$ cat src/pkg/artc_pkg.sv
// constants, codes and types of the auto-retry transmit control block
// assumes one 250 MHz clock and an apb master reaching the registers
//
// Overview of operation
// - transaction starts on trigger bit write or transmit-start command write
// - busy channel retried up to access limit, then abort with result 3
// - bit 5 of first frame octet says whether an acknowledgement is awaited
// - with acknowledgement requested, listen after sending and parse pending subfield
// - acknowledgement reception never writes frame buffer; other frames discarded
// - no acknowledgement within 54 symbols repeats transaction until frame limit exceeded
// - result codes: 0 ok, 1 ok pending, 3 channel busy, 5 no acknowledgement
// - entering auto-retry transmit mode sets result to 7 until completion
// - no acknowledgement requested: transmit end right after sending, result 0
// - access limit 7 sends at once without access check, exactly once
// - status reads busy during the transaction, idle auto-retry state afterwards
// - good acknowledgement gives result 0, or 1 when its pending bit is set
// - auto-reply receive mode signals receive start on valid length header
// - receive end only for address-matched frames with valid checksum
// - auto-reply receive mode signals own acknowledgement sent with transmit end
// - auto-retry transmit end fires only after whole transaction with retries
// - acknowledgement frames never raise receive start, address match or receive end
// - entering either auto mode from radio off raises synthesizer lock event
// - each start with access limit below 7 does channel access first, frame sent only on idle channel
package artc_pkg;

  // ==========================================================
  // timing
  localparam int unsigned CLK_PERIOD_PS    = 4000;
  localparam int unsigned SYMBOL_PS        = 16000000;
  localparam int unsigned SYM_CYCLES       = SYMBOL_PS / CLK_PERIOD_PS;
  localparam int unsigned ACK_WAIT_SYMBOLS = 54;
  localparam int unsigned ACK_WAIT_US      = 864;

  // ==========================================================
  // register byte offsets
  localparam logic [11:0] STATE_CTRL_OFS  = 12'h000;
  localparam logic [11:0] RADIO_STAT_OFS  = 12'h004;
  localparam logic [11:0] RETRY_CTRL_OFS  = 12'h008;
  localparam logic [11:0] TRIGGER_OFS     = 12'h00c;
  localparam logic [11:0] EVENT_MASK_OFS  = 12'h010;

  // ==========================================================
  // field positions and reset values
  localparam int unsigned CMD_LSB         = 0;
  localparam int unsigned RESULT_LSB      = 5;
  localparam int unsigned ACC_LIM_LSB     = 1;
  localparam int unsigned FRM_LIM_LSB     = 4;
  localparam int unsigned TRIG_BIT        = 0;
  localparam int unsigned ACK_REQ_BIT     = 5;
  localparam logic [2:0]  ACC_LIM_RST     = 3'h4;
  localparam logic [3:0]  FRM_LIM_RST     = 4'h3;
  localparam logic [4:0]  EVENT_MASK_RST  = 5'h00;
  localparam logic [2:0]  ACC_NO_CCA      = 3'h7;

  // ==========================================================
  // result codes
  localparam logic [2:0] RES_OK           = 3'h0;
  localparam logic [2:0] RES_OK_PENDING   = 3'h1;
  localparam logic [2:0] RES_CHAN_BUSY    = 3'h3;
  localparam logic [2:0] RES_NO_ACK       = 3'h5;
  localparam logic [2:0] RES_INVALID      = 3'h7;

  // ==========================================================
  // state control commands
  localparam logic [2:0] CMD_NOP          = 3'h0;
  localparam logic [2:0] CMD_RADIO_OFF    = 3'h1;
  localparam logic [2:0] CMD_SYNTH_ON     = 3'h2;
  localparam logic [2:0] CMD_TX_START     = 3'h3;
  localparam logic [2:0] CMD_ARET_MODE    = 3'h4;
  localparam logic [2:0] CMD_AACK_MODE    = 3'h5;

  // status codes reported by the radio status register
  typedef enum logic [2:0] {
    ARTC_ST_OFF       = 3'h0,
    ARTC_ST_SYNTH     = 3'h1,
    ARTC_ST_ARET_IDLE = 3'h2,
    ARTC_ST_ARET_BUSY = 3'h3,
    ARTC_ST_AACK      = 3'h4
  } artc_mode_t;

  // transaction engine, gray along idle-cca-tx-ack-end
  typedef enum logic [2:0] {
    ARTC_IDLE = 3'b000,
    ARTC_CCA  = 3'b001,
    ARTC_TX   = 3'b011,
    ARTC_ACK  = 3'b010,
    ARTC_END  = 3'b110
  } artc_eng_t;

endpackage

$ cat src/logic/artc_top.sv
// auto-retry transmit sequencer with apb register access and radio event gating
// assumes the radio core gives one-cycle pulses on its inputs, synchronous to sys_clk
`timescale 1ns/10ps
module artc_top #(
  parameter int unsigned ACK_SYMBOLS = artc_pkg::ACK_WAIT_SYMBOLS,
  parameter int unsigned SYM_CYC     = artc_pkg::SYM_CYCLES
) (
  // clock and reset
  input  wire logic        sys_clk,
  input  wire logic        rst_b,
  // apb slave
  input  wire logic        psel,
  input  wire logic        penable,
  input  wire logic        pwrite,
  input  wire logic [11:0] paddr,
  input  wire logic [31:0] pwdata,
  output logic             pready,
  output logic [31:0]      prdata,
  output logic             pslverr,
  // channel access
  output logic             cca_req,
  input  wire logic        cca_done,
  input  wire logic        cca_idle,
  // frame transmit
  output logic             tx_req,
  input  wire logic        tx_done,
  input  wire logic [7:0]  frame_first_octet,
  // receive path
  output logic             rx_listen,
  output logic             rx_buf_wr_en,
  input  wire logic        rx_phr_valid,
  input  wire logic        rx_addr_match,
  input  wire logic        rx_frame_done,
  input  wire logic        rx_is_ack,
  input  wire logic        rx_fcs_ok,
  input  wire logic        rx_pending,
  input  wire logic        ack_tx_done,
  // events towards the processor
  output logic             transmit_end_irq,
  output logic             receive_start_irq,
  output logic             address_match_irq,
  output logic             receive_end_irq,
  output logic             synth_lock_irq
);
  import artc_pkg::*;

  // ==========================================================
  // state
  typedef struct packed {
    artc_mode_t  mode;
    artc_eng_t   eng;
    logic [2:0]  result;
    logic [2:0]  acc_lim;
    logic [3:0]  frm_lim;
    logic [4:0]  mask;
    logic [2:0]  acc_cnt;
    logic [3:0]  frm_cnt;
    logic        once;
    logic        ack_req;
    logic        waiting;
    logic [11:0] sym_div;
    logic [7:0]  sym_cnt;
    logic        pready;
    logic [31:0] prdata;
    logic        pslverr;
    logic        cca_req;
    logic        tx_req;
    logic        rx_listen;
    logic        rx_buf_wr_en;
    logic [4:0]  irq;
  } artc_state_t;

  artc_state_t s_reg;
  artc_state_t s_next;
  logic [1:0]  rst_sync_reg;
  logic        rst_n_int;

  // ==========================================================
  // reset release
  // assertion is immediate, release waits two edges so no flop leaves reset on its own
  always_ff @(posedge sys_clk or negedge rst_b)
  begin
    if (!rst_b)
      rst_sync_reg <= 2'h0;
    else
      rst_sync_reg <= {rst_sync_reg[0], 1'b1};
  end
  assign rst_n_int = rst_sync_reg[1];

  // ==========================================================
  // helpers
  function automatic logic hit(input logic [11:0] a, input logic [11:0] ofs);
    hit = (a == ofs);
  endfunction

  localparam logic [11:0] SYM_LAST = 12'(SYM_CYC - 1);
  localparam logic [7:0]  ACK_LAST = 8'(ACK_SYMBOLS - 1);

  logic       acc;
  logic       wr;
  logic [2:0] cmd;
  logic       start;
  logic [4:0] ev;

  // ==========================================================
  // next state
  always_comb
  begin
    s_next         = s_reg;
    s_next.cca_req = 1'b0;
    s_next.tx_req  = 1'b0;
    ev             = 5'h00;
    start          = 1'b0;
    // apb: one wait state, so pready and prdata are plain flops
    acc = psel && penable && !s_reg.pready;
    wr  = acc && pwrite;
    cmd = pwdata[CMD_LSB +: 3];
    s_next.pready  = acc;
    s_next.pslverr = 1'b0;
    s_next.prdata  = 32'h0;
    if (acc)
    begin
      if (hit(paddr, STATE_CTRL_OFS))
        s_next.prdata = {24'h0, s_reg.result, 5'h00};
      else if (hit(paddr, RADIO_STAT_OFS))
        s_next.prdata = {29'h0, s_reg.mode};
      else if (hit(paddr, RETRY_CTRL_OFS))
        s_next.prdata = {24'h0, s_reg.frm_lim, s_reg.acc_lim, 1'b0};
      else if (hit(paddr, TRIGGER_OFS))
        s_next.prdata = 32'h0;
      else if (hit(paddr, EVENT_MASK_OFS))
        s_next.prdata = {27'h0, s_reg.mask};
      else
        s_next.pslverr = 1'b1;
    end

    // register writes and mode commands
    if (wr && hit(paddr, RETRY_CTRL_OFS))
    begin
      s_next.acc_lim = pwdata[ACC_LIM_LSB +: 3];
      s_next.frm_lim = pwdata[FRM_LIM_LSB +: 4];
    end
    if (wr && hit(paddr, EVENT_MASK_OFS))
      s_next.mask = pwdata[4:0];
    if (wr && hit(paddr, STATE_CTRL_OFS) && s_reg.eng == ARTC_IDLE)
    begin
      case (cmd)
        CMD_RADIO_OFF:
          s_next.mode = ARTC_ST_OFF;
        CMD_SYNTH_ON:
          s_next.mode = ARTC_ST_SYNTH;
        CMD_ARET_MODE:
        begin
          if (s_reg.mode != ARTC_ST_ARET_IDLE)
            s_next.result = RES_INVALID;
          if (s_reg.mode == ARTC_ST_OFF)
            ev[4] = 1'b1;
          s_next.mode = ARTC_ST_ARET_IDLE;
        end
        CMD_AACK_MODE:
        begin
          if (s_reg.mode == ARTC_ST_OFF)
            ev[4] = 1'b1;
          s_next.mode = ARTC_ST_AACK;
        end
        CMD_TX_START:
          start = (s_reg.mode == ARTC_ST_ARET_IDLE);
        default:
          start = 1'b0;
      endcase
    end
    if (wr && hit(paddr, TRIGGER_OFS) && pwdata[TRIG_BIT] &&
        s_reg.mode == ARTC_ST_ARET_IDLE && s_reg.eng == ARTC_IDLE)
      start = 1'b1;

    // symbol divider runs only while waiting for a reply
    // it is cleared on entry to the wait, so every timeout counts from zero
    if (s_reg.waiting)
    begin
      if (s_reg.sym_div == SYM_LAST)
      begin
        s_next.sym_div = 12'h000;
        s_next.sym_cnt = s_reg.sym_cnt + 8'h01;
      end
      else
        s_next.sym_div = s_reg.sym_div + 12'h001;
    end

    // transaction engine
    case (s_reg.eng)
      ARTC_IDLE:
      begin
        if (start)
        begin
          s_next.acc_cnt = 3'h0;
          s_next.frm_cnt = 4'h0;
          s_next.mode    = ARTC_ST_ARET_BUSY;
          s_next.once    = (s_reg.acc_lim == ACC_NO_CCA);
          if (s_reg.acc_lim == ACC_NO_CCA)
          begin
            s_next.eng    = ARTC_TX;
            s_next.tx_req = 1'b1;
          end
          else
          begin
            s_next.eng     = ARTC_CCA;
            s_next.cca_req = 1'b1;
          end
        end
      end
      ARTC_CCA:
      begin
        // the first check is not a retry: a limit of n gives n + 1 checks
        if (cca_done)
        begin
          if (cca_idle)
          begin
            s_next.eng    = ARTC_TX;
            s_next.tx_req = 1'b1;
          end
          else if (s_reg.acc_cnt == s_reg.acc_lim)
          begin
            s_next.result = RES_CHAN_BUSY;
            s_next.eng    = ARTC_END;
          end
          else
          begin
            s_next.acc_cnt = s_reg.acc_cnt + 3'h1;
            s_next.cca_req = 1'b1;
          end
        end
      end
      ARTC_TX:
      begin
        // the octet is taken once, just after the request, and held for the whole frame
        if (s_reg.tx_req)
          s_next.ack_req = frame_first_octet[ACK_REQ_BIT];
        if (tx_done)
        begin
          if (s_reg.ack_req)
          begin
            s_next.eng       = ARTC_ACK;
            s_next.rx_listen = 1'b1;
            s_next.waiting   = 1'b1;
            s_next.sym_div   = 12'h000;
            s_next.sym_cnt   = 8'h00;
          end
          else
          begin
            s_next.result = RES_OK;
            s_next.eng    = ARTC_END;
          end
        end
      end
      ARTC_ACK:
      begin
        // anything but a clean acknowledgement is dropped here
        if (rx_frame_done && rx_is_ack && rx_fcs_ok)
        begin
          s_next.result    = rx_pending ? RES_OK_PENDING : RES_OK;
          s_next.eng       = ARTC_END;
          s_next.rx_listen = 1'b0;
          s_next.waiting   = 1'b0;
        end
        // a reply in the last cycle of the wait still counts
        else if (s_reg.sym_cnt == ACK_LAST && s_reg.sym_div == SYM_LAST)
        begin
          s_next.rx_listen = 1'b0;
          s_next.waiting   = 1'b0;
          if (s_reg.once || s_reg.frm_cnt == s_reg.frm_lim)
          begin
            s_next.result = RES_NO_ACK;
            s_next.eng    = ARTC_END;
          end
          else
          begin
            s_next.frm_cnt = s_reg.frm_cnt + 4'h1;
            s_next.acc_cnt = 3'h0;
            s_next.eng     = ARTC_CCA;
            s_next.cca_req = 1'b1;
          end
        end
      end
      ARTC_END:
      begin
        ev[0]       = 1'b1;
        s_next.mode = ARTC_ST_ARET_IDLE;
        s_next.eng  = ARTC_IDLE;
      end
      default:
        s_next.eng = ARTC_IDLE;
    endcase

    // receive events only in auto-reply receive mode, never for acknowledgements
    if (s_reg.mode == ARTC_ST_AACK && !rx_is_ack)
    begin
      ev[1] = rx_phr_valid;
      ev[2] = rx_addr_match;
      ev[3] = rx_frame_done && rx_addr_match && rx_fcs_ok;
    end
    if (s_reg.mode == ARTC_ST_AACK && ack_tx_done)
      ev[0] = 1'b1;

    // frame buffer is written by reception only in receive mode
    s_next.rx_buf_wr_en = (s_next.mode == ARTC_ST_AACK);
    s_next.irq          = ev & s_reg.mask;
  end

  // ==========================================================
  // state register
  always_ff @(posedge sys_clk or negedge rst_n_int)
  begin
    if (!rst_n_int)
    begin
      s_reg              <= '0;
      s_reg.mode         <= ARTC_ST_OFF;
      s_reg.eng          <= ARTC_IDLE;
      s_reg.result       <= RES_INVALID;
      s_reg.acc_lim      <= ACC_LIM_RST;
      s_reg.frm_lim      <= FRM_LIM_RST;
      s_reg.mask         <= EVENT_MASK_RST;
    end
    else
      s_reg <= s_next;
  end

  // ==========================================================
  // outputs
  // every output is a plain flop copy, so no glitch reaches the radio or the processor
  assign pready            = s_reg.pready;
  assign prdata            = s_reg.prdata;
  assign pslverr           = s_reg.pslverr;
  assign cca_req           = s_reg.cca_req;
  assign tx_req            = s_reg.tx_req;
  assign rx_listen         = s_reg.rx_listen;
  assign rx_buf_wr_en      = s_reg.rx_buf_wr_en;
  assign transmit_end_irq  = s_reg.irq[0];
  assign receive_start_irq = s_reg.irq[1];
  assign address_match_irq = s_reg.irq[2];
  assign receive_end_irq   = s_reg.irq[3];
  assign synth_lock_irq    = s_reg.irq[4];

endmodule

$ cat config.mk
export PLATFORM = sky130hd
export DESIGN_NAME = artc_top
export DESIGN_NICKNAME = d
export VERILOG_FILES = /design/src/pkg/artc_pkg.sv /design/src/logic/artc_top.sv
export SDC_FILE = /design/constraint.sdc
export NUM_CORES = 1
export LEC_CHECK = 0
export BUFFER_PORTS_ARGS = -buffer_cell sky130_fd_sc_hd__buf_2
export CAP_MARGIN = 20
export CORE_MARGIN = 2
export CORE_UTILIZATION = 40
export CTS_CLUSTER_SIZE = 30
export DETAILED_ROUTE_END_ITERATION = 6
export PLACE_DENSITY = 0.73
export SLEW_MARGIN = 20
export SYNTH_ARGS = -nofsm -noshare
export SYNTH_HDL_FRONTEND = slang
export SYNTH_SLANG_ARGS = --single-unit
$ cat constraint.sdc
create_clock -name sys_clk -period 6.1 [get_ports sys_clk]
set_input_delay 0.61 -clock sys_clk [delete_from_list [all_inputs] [get_ports sys_clk]]
set_output_delay 0.61 -clock sys_clk [all_outputs]
set_load 0.01 [all_outputs]
; Word level (Yosys, flattened, before mapping)
; Index checks and enable logic that the tools add are counted.
; W data, S select, Z words.
[totals]
reg_bits = 96
inputBits = 67
elab_cells = 169
out_inout_bits = 43
[op_classes]
n_reduce_logical = 34
add_sub_neg = 4
eq_ne = 33
bitwise = 1
muxes = 75
[op_table]
columns = operator, count
row1 = $mux W21, 2
row2 = $mux W3, 14
row3 = $mux W20, 2
row4 = $mux W6, 6
row5 = $mux W33, 1
row6 = $mux W32, 1
row7 = $mux W8, 4
row8 = $mux W1, 26
row9 = $eq A12 B4 Y1 const B, 2
row10 = $pmux W3 S4, 2
row11 = $mux W7, 3
row12 = $eq A3 B3 Y1 const B, 6
row13 = $logic_and A1 B1 Y1, 18
row14 = $ne A2 B2 Y1 const B, 9
row15 = $pmux W3 S3, 2
row16 = $eq A3 B2 Y1 const B, 5
row17 = $add A12 B1 Y12 const B, 1
row18 = $eq A12 B12 Y1 const B, 1
row19 = $eq A12 B3 Y1 const B, 1
row20 = $eq A12 B5 Y1 const B, 1
row21 = $logic_not A12 Y1, 1
row22 = $mux W12, 1
row23 = $mux W5, 2
row24 = $reduce_and A5 Y1, 2
row25 = 24 further kinds, 34

; Longest topological paths before layout
; Gate-level depths: netlist of run 1.
[depth]
word_depth = 11
depth_mapped = 8
mapped_depth_nobuf = 6

; Worst setup path after synthesis of run 1
; No wires, ideal clock.
[synth_path]
path_kind = input to register
from = input paddr[0]
to = register s_reg[89] in the netlist's numbering
n_path_buf = 2
stages = 7
slack_ps = 3314
required_time_ps = 6013
setup_ps = 87
t_arrival_ps = 2699
path_cell_list = or4_4 > or4_1 > buf_2 > or4_4 > buf_6 > or2_4 > o2111ai_2
[synth_via]
elab_chain_len = 8
word_cells_on_any_way = 12
classes_between = eq/ne (2) / mux (2) / reduce/logical (8)
[synth_lines]
columns = element, line_no
row1 = "start, declared", artc_top.sv:15  ; input wire logic [11:0] paddr,
row2 = $eq A12 B4 Y1, artc_top.sv:93  ; hit = (a == ofs);
row3 = $logic_and A1 B1 Y1 (3 in series), artc_top.sv:172  ; if (wr && hit(paddr, TRIGGER_OFS) && pwdata[TRIG_BIT] &&
row4 = $logic_and A1 B1 Y1, artc_top.sv:173  ; s_reg.mode == ARTC_ST_ARET_IDLE && s_reg.eng == ARTC_IDLE)
row5 = $mux W1 (*), artc_top.sv:172
row6 = $ne A2 B2 Y1 (no line) (*), -
row7 = $reduce_and A5 Y1 (no line) (*), -
row8 = "end signal, assigned", artc_top.sv:324  ; s_reg <= s_next;
row9 = "end, declared", artc_top.sv:73  ; artc_state_t s_reg;
; Every way passes the cells marked *; elsewhere a longest branch is shown, timed or not.
; A chain may end at the register's enable or synchronous reset.

; Final worst setup path of run 1
[layout_path]
from = input paddr[0]
to = register s_reg[81] in the netlist's numbering
[layout_via]
elab_chain_len = 2
[layout_lines]
columns = element, line_no
row1 = $eq A12 B4 Y1, artc_top.sv:93
row2 = $logic_and A1 B1 Y1, artc_top.sv:138  ; if (wr && hit(paddr, RETRY_CTRL_OFS))
; Every way passes these cells.

==> results of run 1 <==
cells in the mapped netlist (3+ instances only):
cell,n,area (sq um)
nor2_1,47,176
inv_1,10,37.5
a21o_1,3,22.5
xnor2_1,11,96.3
o21ai_0,3,15.0
dfrtp_1,66,1650
nand4_1,11,68.8
and3_1,7,43.8
clkbuf_1,12,45.0
a21oi_1,8,40.0
a22oi_1,3,22.5
ha_1,5,62.6
o22ai_1,3,18.8
xor2_1,14,123
nor4_1,5,31.3
nor3b_1,5,37.5
o21ai_1,4,20.0
buf_4,32,240
dfstp_2,6,158
mux2i_1,5,50.1
or3_1,6,37.5
nand3_1,18,90.1
nand2_1,28,105
nand2b_1,5,31.3
a211oi_1,5,37.5
mux2_1,14,158
a31oi_1,3,18.8
nand4b_1,3,26.3
or4_1,4,30.0
nor3_1,12,60.1
cells by family (layout without fill, tap and decap cells):
logic type / after synthesis / after routing / synth area share, %
AND/OR/NAND/NOR: 172 / 172 / 23.2
adder cells (fa/ha/maj): 5 / 5 / 1.58
multiplexers: 19 / 19 / 5.25
AO/OA/AOI/OAI: 53 / 53 / 9.78
other: 2 / 25 / 0.190
XOR/XNOR: 25 / 25 / 5.54
buffers and inverters: 57 / 81 / 8.70
flip-flops: 72 / 72 / 45.8
final cells by class:
cell class | count | area, sq um | share of cell area, %
tap | 133 | 166 | 3.81
inverter | 10 | 37.5 | 0.860
clock inverter | 7 | 62.6 | 1.43
sequential | 72 | 1810 | 41.5
multi-input combinational | 299 | 1890 | 43.2
clock buffer | 9 | 124 | 2.84
timing repair buffer | 55 | 278 | 6.36
worst max-delay path by stage:
stage	end	slack, ps	startpoint	cells after the start
after global routing	s_reg[83]$_DFFE_PN0P_	3070	paddr[9]	6
final	s_reg[81]$_DFFE_PN0P_	3200	paddr[0]	6
after floorplan	s_reg[89]$_DFFE_PN0P_	3310	paddr[0]	7
after global placement	s_reg[80]$_DFFE_PN0P_	2910	paddr[0]	6
after detailed placement	s_reg[81]$_DFFE_PN0P_	2840	paddr[0]	6
after CTS	s_reg[81]$_DFFE_PN0P_	3210	paddr[0]	6
routing by layer:
layer,up-vias,share of wire [%],global-route usage (%)
met5,-,0,0
met1,1511,42,20.7
met2,136,49,29.1
met3,16,7.7,4.30
li1,1477,-,-
met4,0,1.9,6.78
worst max-delay path, stage by stage:
cell     delay [ps]
buf_2            90
or4_4           540
or4_1           760
nor3b_2         440
nand2_1         300
mux2_1          390
report_power, final:
part,switching (mW),internal [mW],total (mW),leakage [nW]
combinational,0.0694,0.0452,0.115,1.07
sequential,0.0183,0.493,0.511,0.905
clock,0.177,0.185,0.362,0.0985
==> flow_summary.toml, run 1 <==
[placement]
dp.final_hpwl_um = 6240
pre_cts_slack_ps = 2840
place_congestion = 0.892
dp.cells = 569
dpl_cell_area_sq_um = 4180
io_buffers = 54

[power_and_ir_drop]
p_per_area_nw_per_um2 = 226
leakage_nw = 2.08
peakVddDrop_mv = 0.137
p_total_mw = 0.987

[drt]
drc = 0
first_pass_iters = 5
routed_wl_um = 8520
vias = 3140
routedWlPerCell_um = 14.6
antenna_left = 0
drt_iter0_drc = 226
route.detailed.vias_per_inst = 5.37

[clock_tree]
insertion_delay_ps = 350
cts_tree = "built"
cts_sinks = 72
hold_buffers = 0
cts_buffers = 9
clk_path_buf_depth = 2
cts-resized-gates = 0
cts-root-buf = "clkbuf_8"
htreeDepth = 3
cts_setup_buffers = 0
cts.clk_slew.worst_paths_ps = 70

[hold_path]
hp-class = "in2async"

[global_routing]
grt-ovfl-total = 0
grt_pass1_vias = 3009
antenna_found_initial = 0
grt_pass1_wl_um = 14200
grt_util_all_layers_pct = 17.1
grt_max_degree = 71

[timing]
post-route-period-util_pct = 47.6
fmax_ghz = 0.345
tightestPinTransition_ps = 883
rsz0062_at_grt = "no"
fin_ws_ps = 3200
tns_ps = 0
finalSetupViolations = 0
post-route-min-period_ps = 2900
slew_headroom_pct = 41.1
whs_ps = 24.5
skew_ps = 6.47
final_max_slew_viol_count = 0
hold_viol = 0

[cells_and_area]
diodes = 0
syn_to_final_growth_pct = 10.4
finalNonFillerCells = 585
layout_common_cells = "dfrtp_1 (65), buf_2 (54), nor2_1 (47), nand2_1 (28), conb_1 (25)"
final_nets = 519
final_common_cell = "dfrtp_1"
largest_reg_flops = 51
final_area_sq_um = 4370
final_core_util_pct = 45.1
drive_gt1_share_pct = 18.8
fillCellCount = 912

[setup_path]
cp_max_fo = 16
cp_data_arrival_time_ps = 3130
crit_required_ps = 6330
r2r-start = "s_reg[51]$_DFF_PN0_"
ff2ff_path_depth = 6
r2r-end = "s_reg[72]$_DFFE_PN0P_"
rrSetupSlack_ps = 3490
crit_type = "in2reg"
crit_path_start_kind = "input port"
setup.worst_path.end_class = "flop"

[floorplanning]
start_util_pct = 40.8
fp.dieH_um = 103
die_w_um = 103
pin_count = 110
core_area_sq_um = 9680
rows = 36
dieArea_sq_um = 10700

[synth]
yosys_warnings = 0
async_flop_share_pct = 100
syn_inst = 405
ys_ff_latch = 72
syn-cell-area_sq_um = 3950
yosysSeqAreaShare_pct = 45.8
synth_edf_count = 0
avgSynthCellArea_sq_um = 9.76
synth.distinct_cells = 63
synth_ff_type = "dfrtp_1"

[job]
drv_cap = 0

[status]
status = "finished clean"
Note: power is estimated with default switching activity, not from simulation.
==> inputs of run 2 (changes only) <==
ABC_AREA = 1   (was unset)
PLACE_DENSITY = 0.72   (was 0.73)
clock period = 3 ns   (was 6.1 ns; I/O delays follow)
==> run 2 against run 1 <==
Clock skew rose by 4.0 ps. Combinational power rose to 4.7 times the previous value. Sequential share of layout area down 1.9 points. Sequential power increased by 130%. Critical endpoint is now s_reg[70]$_DFFE_PN0P_. Final cell count grew 23%. First-iteration DRC count fell by 14%. Sequential cell count unchanged. Highest routed layer unchanged. Utilization fell by 0.14 points. Global-route usage rose by 0.10 points. Largest power group unchanged. Critical path type is now reg2reg. Largest cell class unchanged. Critical path depth rose by 4. Non-clock buffer count increased by 2.
==> flow_summary.toml, run 2 <==
[setup_path]
setup.worst_path.end_class = "flop"
critPathBufInv = 1
crit_required_ps = 3230
cp_cell_sequence = "nor2_2, nand2_1, nor2_2, inv_2, nor2_4, nand2_2, nand2_4, nand2_2, o21bai_1, nand2_1"
path_delay_family = "simple AND/OR/NAND/NOR gates"
cp_data_arrival_time_ps = 2000
crit_path_start_kind = "flop"
cp_max_fo = 7
crit_type = "reg2reg"
slowest_delay_ps = 440
critPathSlowestCell = "dfrtp_1"

[clock_tree]
insertion_delay_ps = 350
cts_tree = "built"
cts-root-buf = "clkbuf_8"
cts_sinks = 72
htreeDepth = 3
cts-resized-gates = 0
cts.clk_slew.worst_paths_ps = 70
clk_path_buf_depth = 2
cts_buffers = 9

[floorplanning]
core_area_sq_um = 10200
dieArea_sq_um = 11100
die_w_um = 106
start_util_pct = 40.5
pin_count = 110
rows = 37
fp.dieH_um = 106

[timing]
rsz0062_at_grt = "no"
post-route-period-util_pct = 59.1
tightestPinTransition_ps = 611
hold_viol = 0
final_max_slew_viol_count = 0
post-route-min-period_ps = 1770
slew_headroom_pct = 59.3
fmax_ghz = 0.564
finalSetupViolations = 0
skew_ps = 10.4
tns_ps = 0

[global_routing]
grt_pass1_vias = 3289
grt_util_all_layers_pct = 17.2
antenna_found_initial = 0
grt_max_degree = 49
grt_pass1_wl_um = 15400
grt-ovfl-total = 0

[cells_and_area]
largest_reg_flops = 51
finalNonFillerCells = 719
layout_common_cells = "nand2_1 (123), dfrtp_1 (65), nor2_1 (61), inv_1 (58), buf_2 (54)"
diodes = 0
final_nets = 650
final_common_cell = "nand2_1"
syn_to_final_growth_pct = 11.0
drive_gt1_share_pct = 18.9

[synth]
syn-cell-area_sq_um = 4120
async_flop_share_pct = 100
synth_ff_type = "dfrtp_1"
syn_inst = 522
avgSynthCellArea_sq_um = 7.90
ys_ff_latch = 72
synth.distinct_cells = 43
yosysSeqAreaShare_pct = 43.9
synth_top_cell_area_share_pct = 40.0
yosys_warnings = 0
yosysMostFrequentCell = "nand2_1"
netlist_top_cells_count = "nand2_1 (123), dfrtp_1 (66), nor2_1 (61)"
synth_edf_count = 0
yosysTopAreaCell = "dfrtp_1"
ys_top_cells_by_area = "dfrtp_1 (40%), nand2_1 (11%), buf_4 (6.0%)"

[drt]
drc = 0
routed_wl_um = 8870
antenna_left = 0
first_pass_iters = 4
dr_wl_met2_um = 4170
maxUsedRoutingLayer = "met4"
vias = 3353
routedWlPerCell_um = 12.3
drt_iter0_drc = 195
drt-met1-wl_um = 4210
wl_met3_um = 309
route.detailed.vias_per_inst = 4.66

[power_and_ir_drop]
p_per_area_nw_per_um2 = 518
p_int_mw = 1.58
clock_power_share_pct = 28.0
switching_share_pct = 33.3
p_comb_share_pct = 22.7
p_switching_mw = 0.791
pwr-share-seq_pct = 49.3
peakVddDrop_mv = 0.193
leakage_nw = 2.39

[placement]
dp.cells = 702
io_buffers = 54
place_congestion = 0.900
dp.final_hpwl_um = 7130

[job]
drv_cap = 0

[hold_path]
hp-class = "in2reg"

[status]
status = "finished clean"
## run 2: repair_timing
item	4_1_cts	5_1_grt
setup endpoints to repair	0	0
hold endpoints to repair	2	0
hold buffers	1	0
setup buffers	0	0
## run 2: cell type report
class / count / area, sq um
fill: 1009 / 5610
multi-input combinational: 374 / 1880
sequential: 72 / 1810
timing repair buffer: 57 / 295
inverter: 64 / 246
tap: 136 / 170
clock buffer: 12 / 145
clock inverter: 4 / 22.5
## run 2: kinds of logic (layout without fill, tap and decap cells)
group,Yosys count,after routing,share of synthesized area (%)
AOI/OAI and AO/OA,56,56,7.40
xor gates and xnor gates,11,11,2.34
adders and majority gates,5,5,1.52
buffers and inverters,99,137,12.5
DFF,72,72,43.9
muxes,3,3,1.00
other,2,25,0.182
and+or+nand+nor,274,274,31.2
## run 2: routing by layer
metal | vias to the layer above | track usage (%)
li1 | 1717 | -
met5 | - | 0
met3 | 13 | 1.86
met1 | 1560 | 23.1
met2 | 63 | 27.8
met4 | 0 | 8.18
## run 2: power groups by stage
stage | Clock, mW | Combinational, mW | Sequential [mW]
finish | 0.665 | 0.538 | 1.17
global route | 0.728 | 0.622 | 1.19
CTS | 0.692 | 0.538 | 1.17
detailed placement | 0 | 0.535 | 1.19
global placement | 0 | 0.525 | 1.18
floorplan | 0 | 0.424 | 1.17
## run 2: per-stage QoR
stage	hold slack, ps	cell area [sq um]	setup WS (ps)	utilization [%]	total power, mW
3_5_place_dp	86.9	4400	967	43.2	1.72
4_1_cts	137	4570	1230	44.9	2.40
2_1_floorplan	4.41	4210	857	-	1.59
3_3_place_gp	84.8	4400	996	43.2	1.71
5_1_grt	147	4580	1020	44.9	2.54
6_report	149	4580	1230	44.9	2.37
## run 2: worst paths after layout
check	start	to	slack [ps]	depth (start not counted)
hold reg to reg	rst_sync_reg[1]$_DFF_PN0_	s_reg[50]$_DFF_PN0_	350	0
hold / removal	pwdata[5]	s_reg[79]$_DFFE_PN1P_	150	3
setup / recovery	s_reg[88]$_DFFE_PN0P_	s_reg[70]$_DFFE_PN0P_	1230	10
setup reg to reg	s_reg[88]$_DFFE_PN0P_	s_reg[70]$_DFFE_PN0P_	1230	10
min in group asynchronous	rst_b	rst_sync_reg[1]$_DFF_PN0_	270	2
max in group asynchronous	rst_sync_reg[1]$_DFF_PN0_	s_reg[78]$_DFFE_PN1P_	2010	1
## run 2: worst min-delay path, delay by kind of cell
kind,cells,cell delay [ps]
compound gates,1,50
buf+inv,1,90
simple gates,1,50
==> inputs of run 3 (changes only) <==
PLACE_DENSITY = 0.75   (was 0.72)
clock period = 1.55 ns   (was 3 ns; I/O delays follow)
==> run 3 against run 2 <==
The run now ends with negative setup slack left. Final cell count grew 9.6%. Largest cell class unchanged. Setup slack worse by 1500 ps. Critical endpoint is now s_reg[50]$_DFF_PN0_. Critical path type unchanged. Non-clock buffer count increased by 68.
==> flow_summary.toml, run 3 (same netlist as run 2, synthesis figures left out) <==
[status]
status = "finished, violations left"
failed_checks = "negative setup slack"

[hold_path]
min_from = "pwdata[5]"
hp-class = "in2reg"

[setup_path]
crit_required_ps = 1830
cp_data_arrival_time_ps = 2090
critPathLaunch = "s_reg[51]$_DFF_PN0_"
r2r-start = "s_reg[51]$_DFF_PN0_"
crit_top_cell = "nand2_2"
cp_cell_sequence = "ha_2, nand2_2, nor2_4, nand2_2, nor2_4, nand2_4, clkinv_4, buf_6, nand2_2, xor2_1, nor2_1"
setup.worst_path.end_class = "flop"
critPathBufInv = 2
crit_path_start_kind = "flop"
path_delay_family = "simple AND/OR/NAND/NOR gates"
slowest_delay_ps = 370
cp_max_fo = 4
crit_type = "reg2reg"
critPathSlowestCell = "dfrtp_1"

[floorplanning]
core_area_sq_um = 10200
rows = 37
die_w_um = 106
start_util_pct = 40.5
fp.dieH_um = 106
pin_count = 110
dieArea_sq_um = 11100

[cells_and_area]
final_common_cell = "nand2_1"
diodes = 0
fillCellCount = 867
drive_gt1_share_pct = 39.0
register_area_sq_um = 1810
syn_to_final_growth_pct = 34.9
final_nets = 719
final_area_sq_um = 5560
multiInputGateArea_sq_um = 2230
layout_common_cells = "nand2_1 (98), dfrtp_1 (65), buf_4 (59), buf_2 (54), inv_1 (50)"
largest_reg_flops = 51

[power_and_ir_drop]
peakVddDrop_mv = 0.482
p_per_area_nw_per_um2 = 1030
clock_power_share_pct = 29.8
pwr-share-seq_pct = 38.6
p_comb_share_pct = 31.6
leakage_nw = 2.91
p_switching_mw = 1.87
switching_share_pct = 32.5
p_int_mw = 3.89

[drt]
first_pass_iters = 5
routedWlPerCell_um = 13.9
route.detailed.vias_per_inst = 4.96
drt_iter0_drc = 273
vias = 3912
routed_wl_um = 11000
drc = 0
antenna_left = 0

[global_routing]
grt_pass1_vias = 3802
grt_pass1_wl_um = 16900
antenna_found_initial = 0
grt_util_met3_pct = 2.41
use_met1_pct = 22.6
met2_usage_pct = 32.1
grt_util_all_layers_pct = 19.0
grt_max_degree = 71
grt-ovfl-total = 0
grt_busiest_layer = "met2"

[timing]
post-route-period-util_pct = 117
hold_viol = 0
post-route-min-period_ps = 1810
final_max_slew_viol_count = 0
tns_ps = -5880
skew_ps = 9.21
fin_ws_ps = -260
finalSetupViolations = 37
rsz0062_at_grt = "yes"
fmax_ghz = 0.552

[clock_tree]
clk_path_buf_depth = 2
htreeDepth = 3
insertion_delay_ps = 370
cts_sinks = 72
cts_buffers = 9
cts-root-buf = "clkbuf_8"
cts.clk_slew.worst_paths_ps = 80
cts_tree = "built"

[placement]
pre_cts_slack_ps = -125
io_buffers = 54
place_congestion = 0.902
dp.final_hpwl_um = 7430
dpl_cell_area_sq_um = 4780

[job]
drv_cap = 0
==> run 3: area by class of cell <==
class	instances	share of cell area [%]
Timing Repair Buffer	125	15.6
Tap cell	136	3.06
Sequential cell	72	32.5
Multi-Input combinational cell	375	40.1
Clock buffer	11	2.72
Clock inverter	5	1.42
Inverter	64	4.54
==> run 3: power groups by stage <==
stage               logic (mW)  registers, mW  clock network [mW]
global route              2.02           2.24                1.81
global placement          1.38           2.23                   0
floorplan                0.821           2.26                   0
finish                    1.82           2.22                1.71
detailed placement        1.43           2.24                   0
CTS                       1.52           2.21                1.73
==> run 3: path summary, 6_finish.rpt <==
kind,end,slack [ps],depth (start not counted)
max,s_reg[50]$_DFF_PN0_,-260,11
min in group asynchronous,rst_sync_reg[1]$_DFF_PN0_,100,2
min,s_reg[79]$_DFFE_PN1P_,20,3
min reg2reg,s_reg[64]$_DFFE_PN0P_,280,1
max reg2reg,s_reg[50]$_DFF_PN0_,-260,11
max in group asynchronous,s_reg[78]$_DFFE_PN1P_,920,1
==> run 3: timing repair <==
action,4_1_cts,5_1_grt
hold buffers,1,0
setup buffers,6,15
endpoints found under the hold margin,2,0
pin swaps,10,40
endpoints found under the setup margin,32,61
gates resized for setup,22,92
cloned,0,1
==> run 3: layer usage <==
layer	routed length, um	vias to the layer above
met5	0	-
met4	470	0
met3	437	36
met2	5700	122
met1	4340	1883
li1	-	1871
==> run 3: worst reg2reg max path: stages, from the launching register on <==
cell,delay (ps)
dfrtp_1,370
ha_2,210
nand2_2,80
nor2_4,140
nand2_2,70
nor2_4,200
nand2_4,110
clkinv_4,100
buf_6,90
nand2_2,40
xor2_1,160
nor2_1,160
==> run 3: through the flow <==
| stage | hold slack (ps) | power [mW] | utilization [%] | std cells |
|---|---|---|---|---|
| 2_1_floorplan | -141 | 3.08 | - | 545 |
| 3_3_place_gp | -60.3 | 3.61 | 46.9 | 751 |
| 3_5_place_dp | -56.4 | 3.68 | 46.9 | 751 |
| 4_1_cts | 24.1 | 5.46 | 50.3 | 773 |
| 5_1_grt | 32.0 | 6.07 | 54.6 | 788 |
| 6_report | 22.1 | 5.76 | 54.6 | 788 |
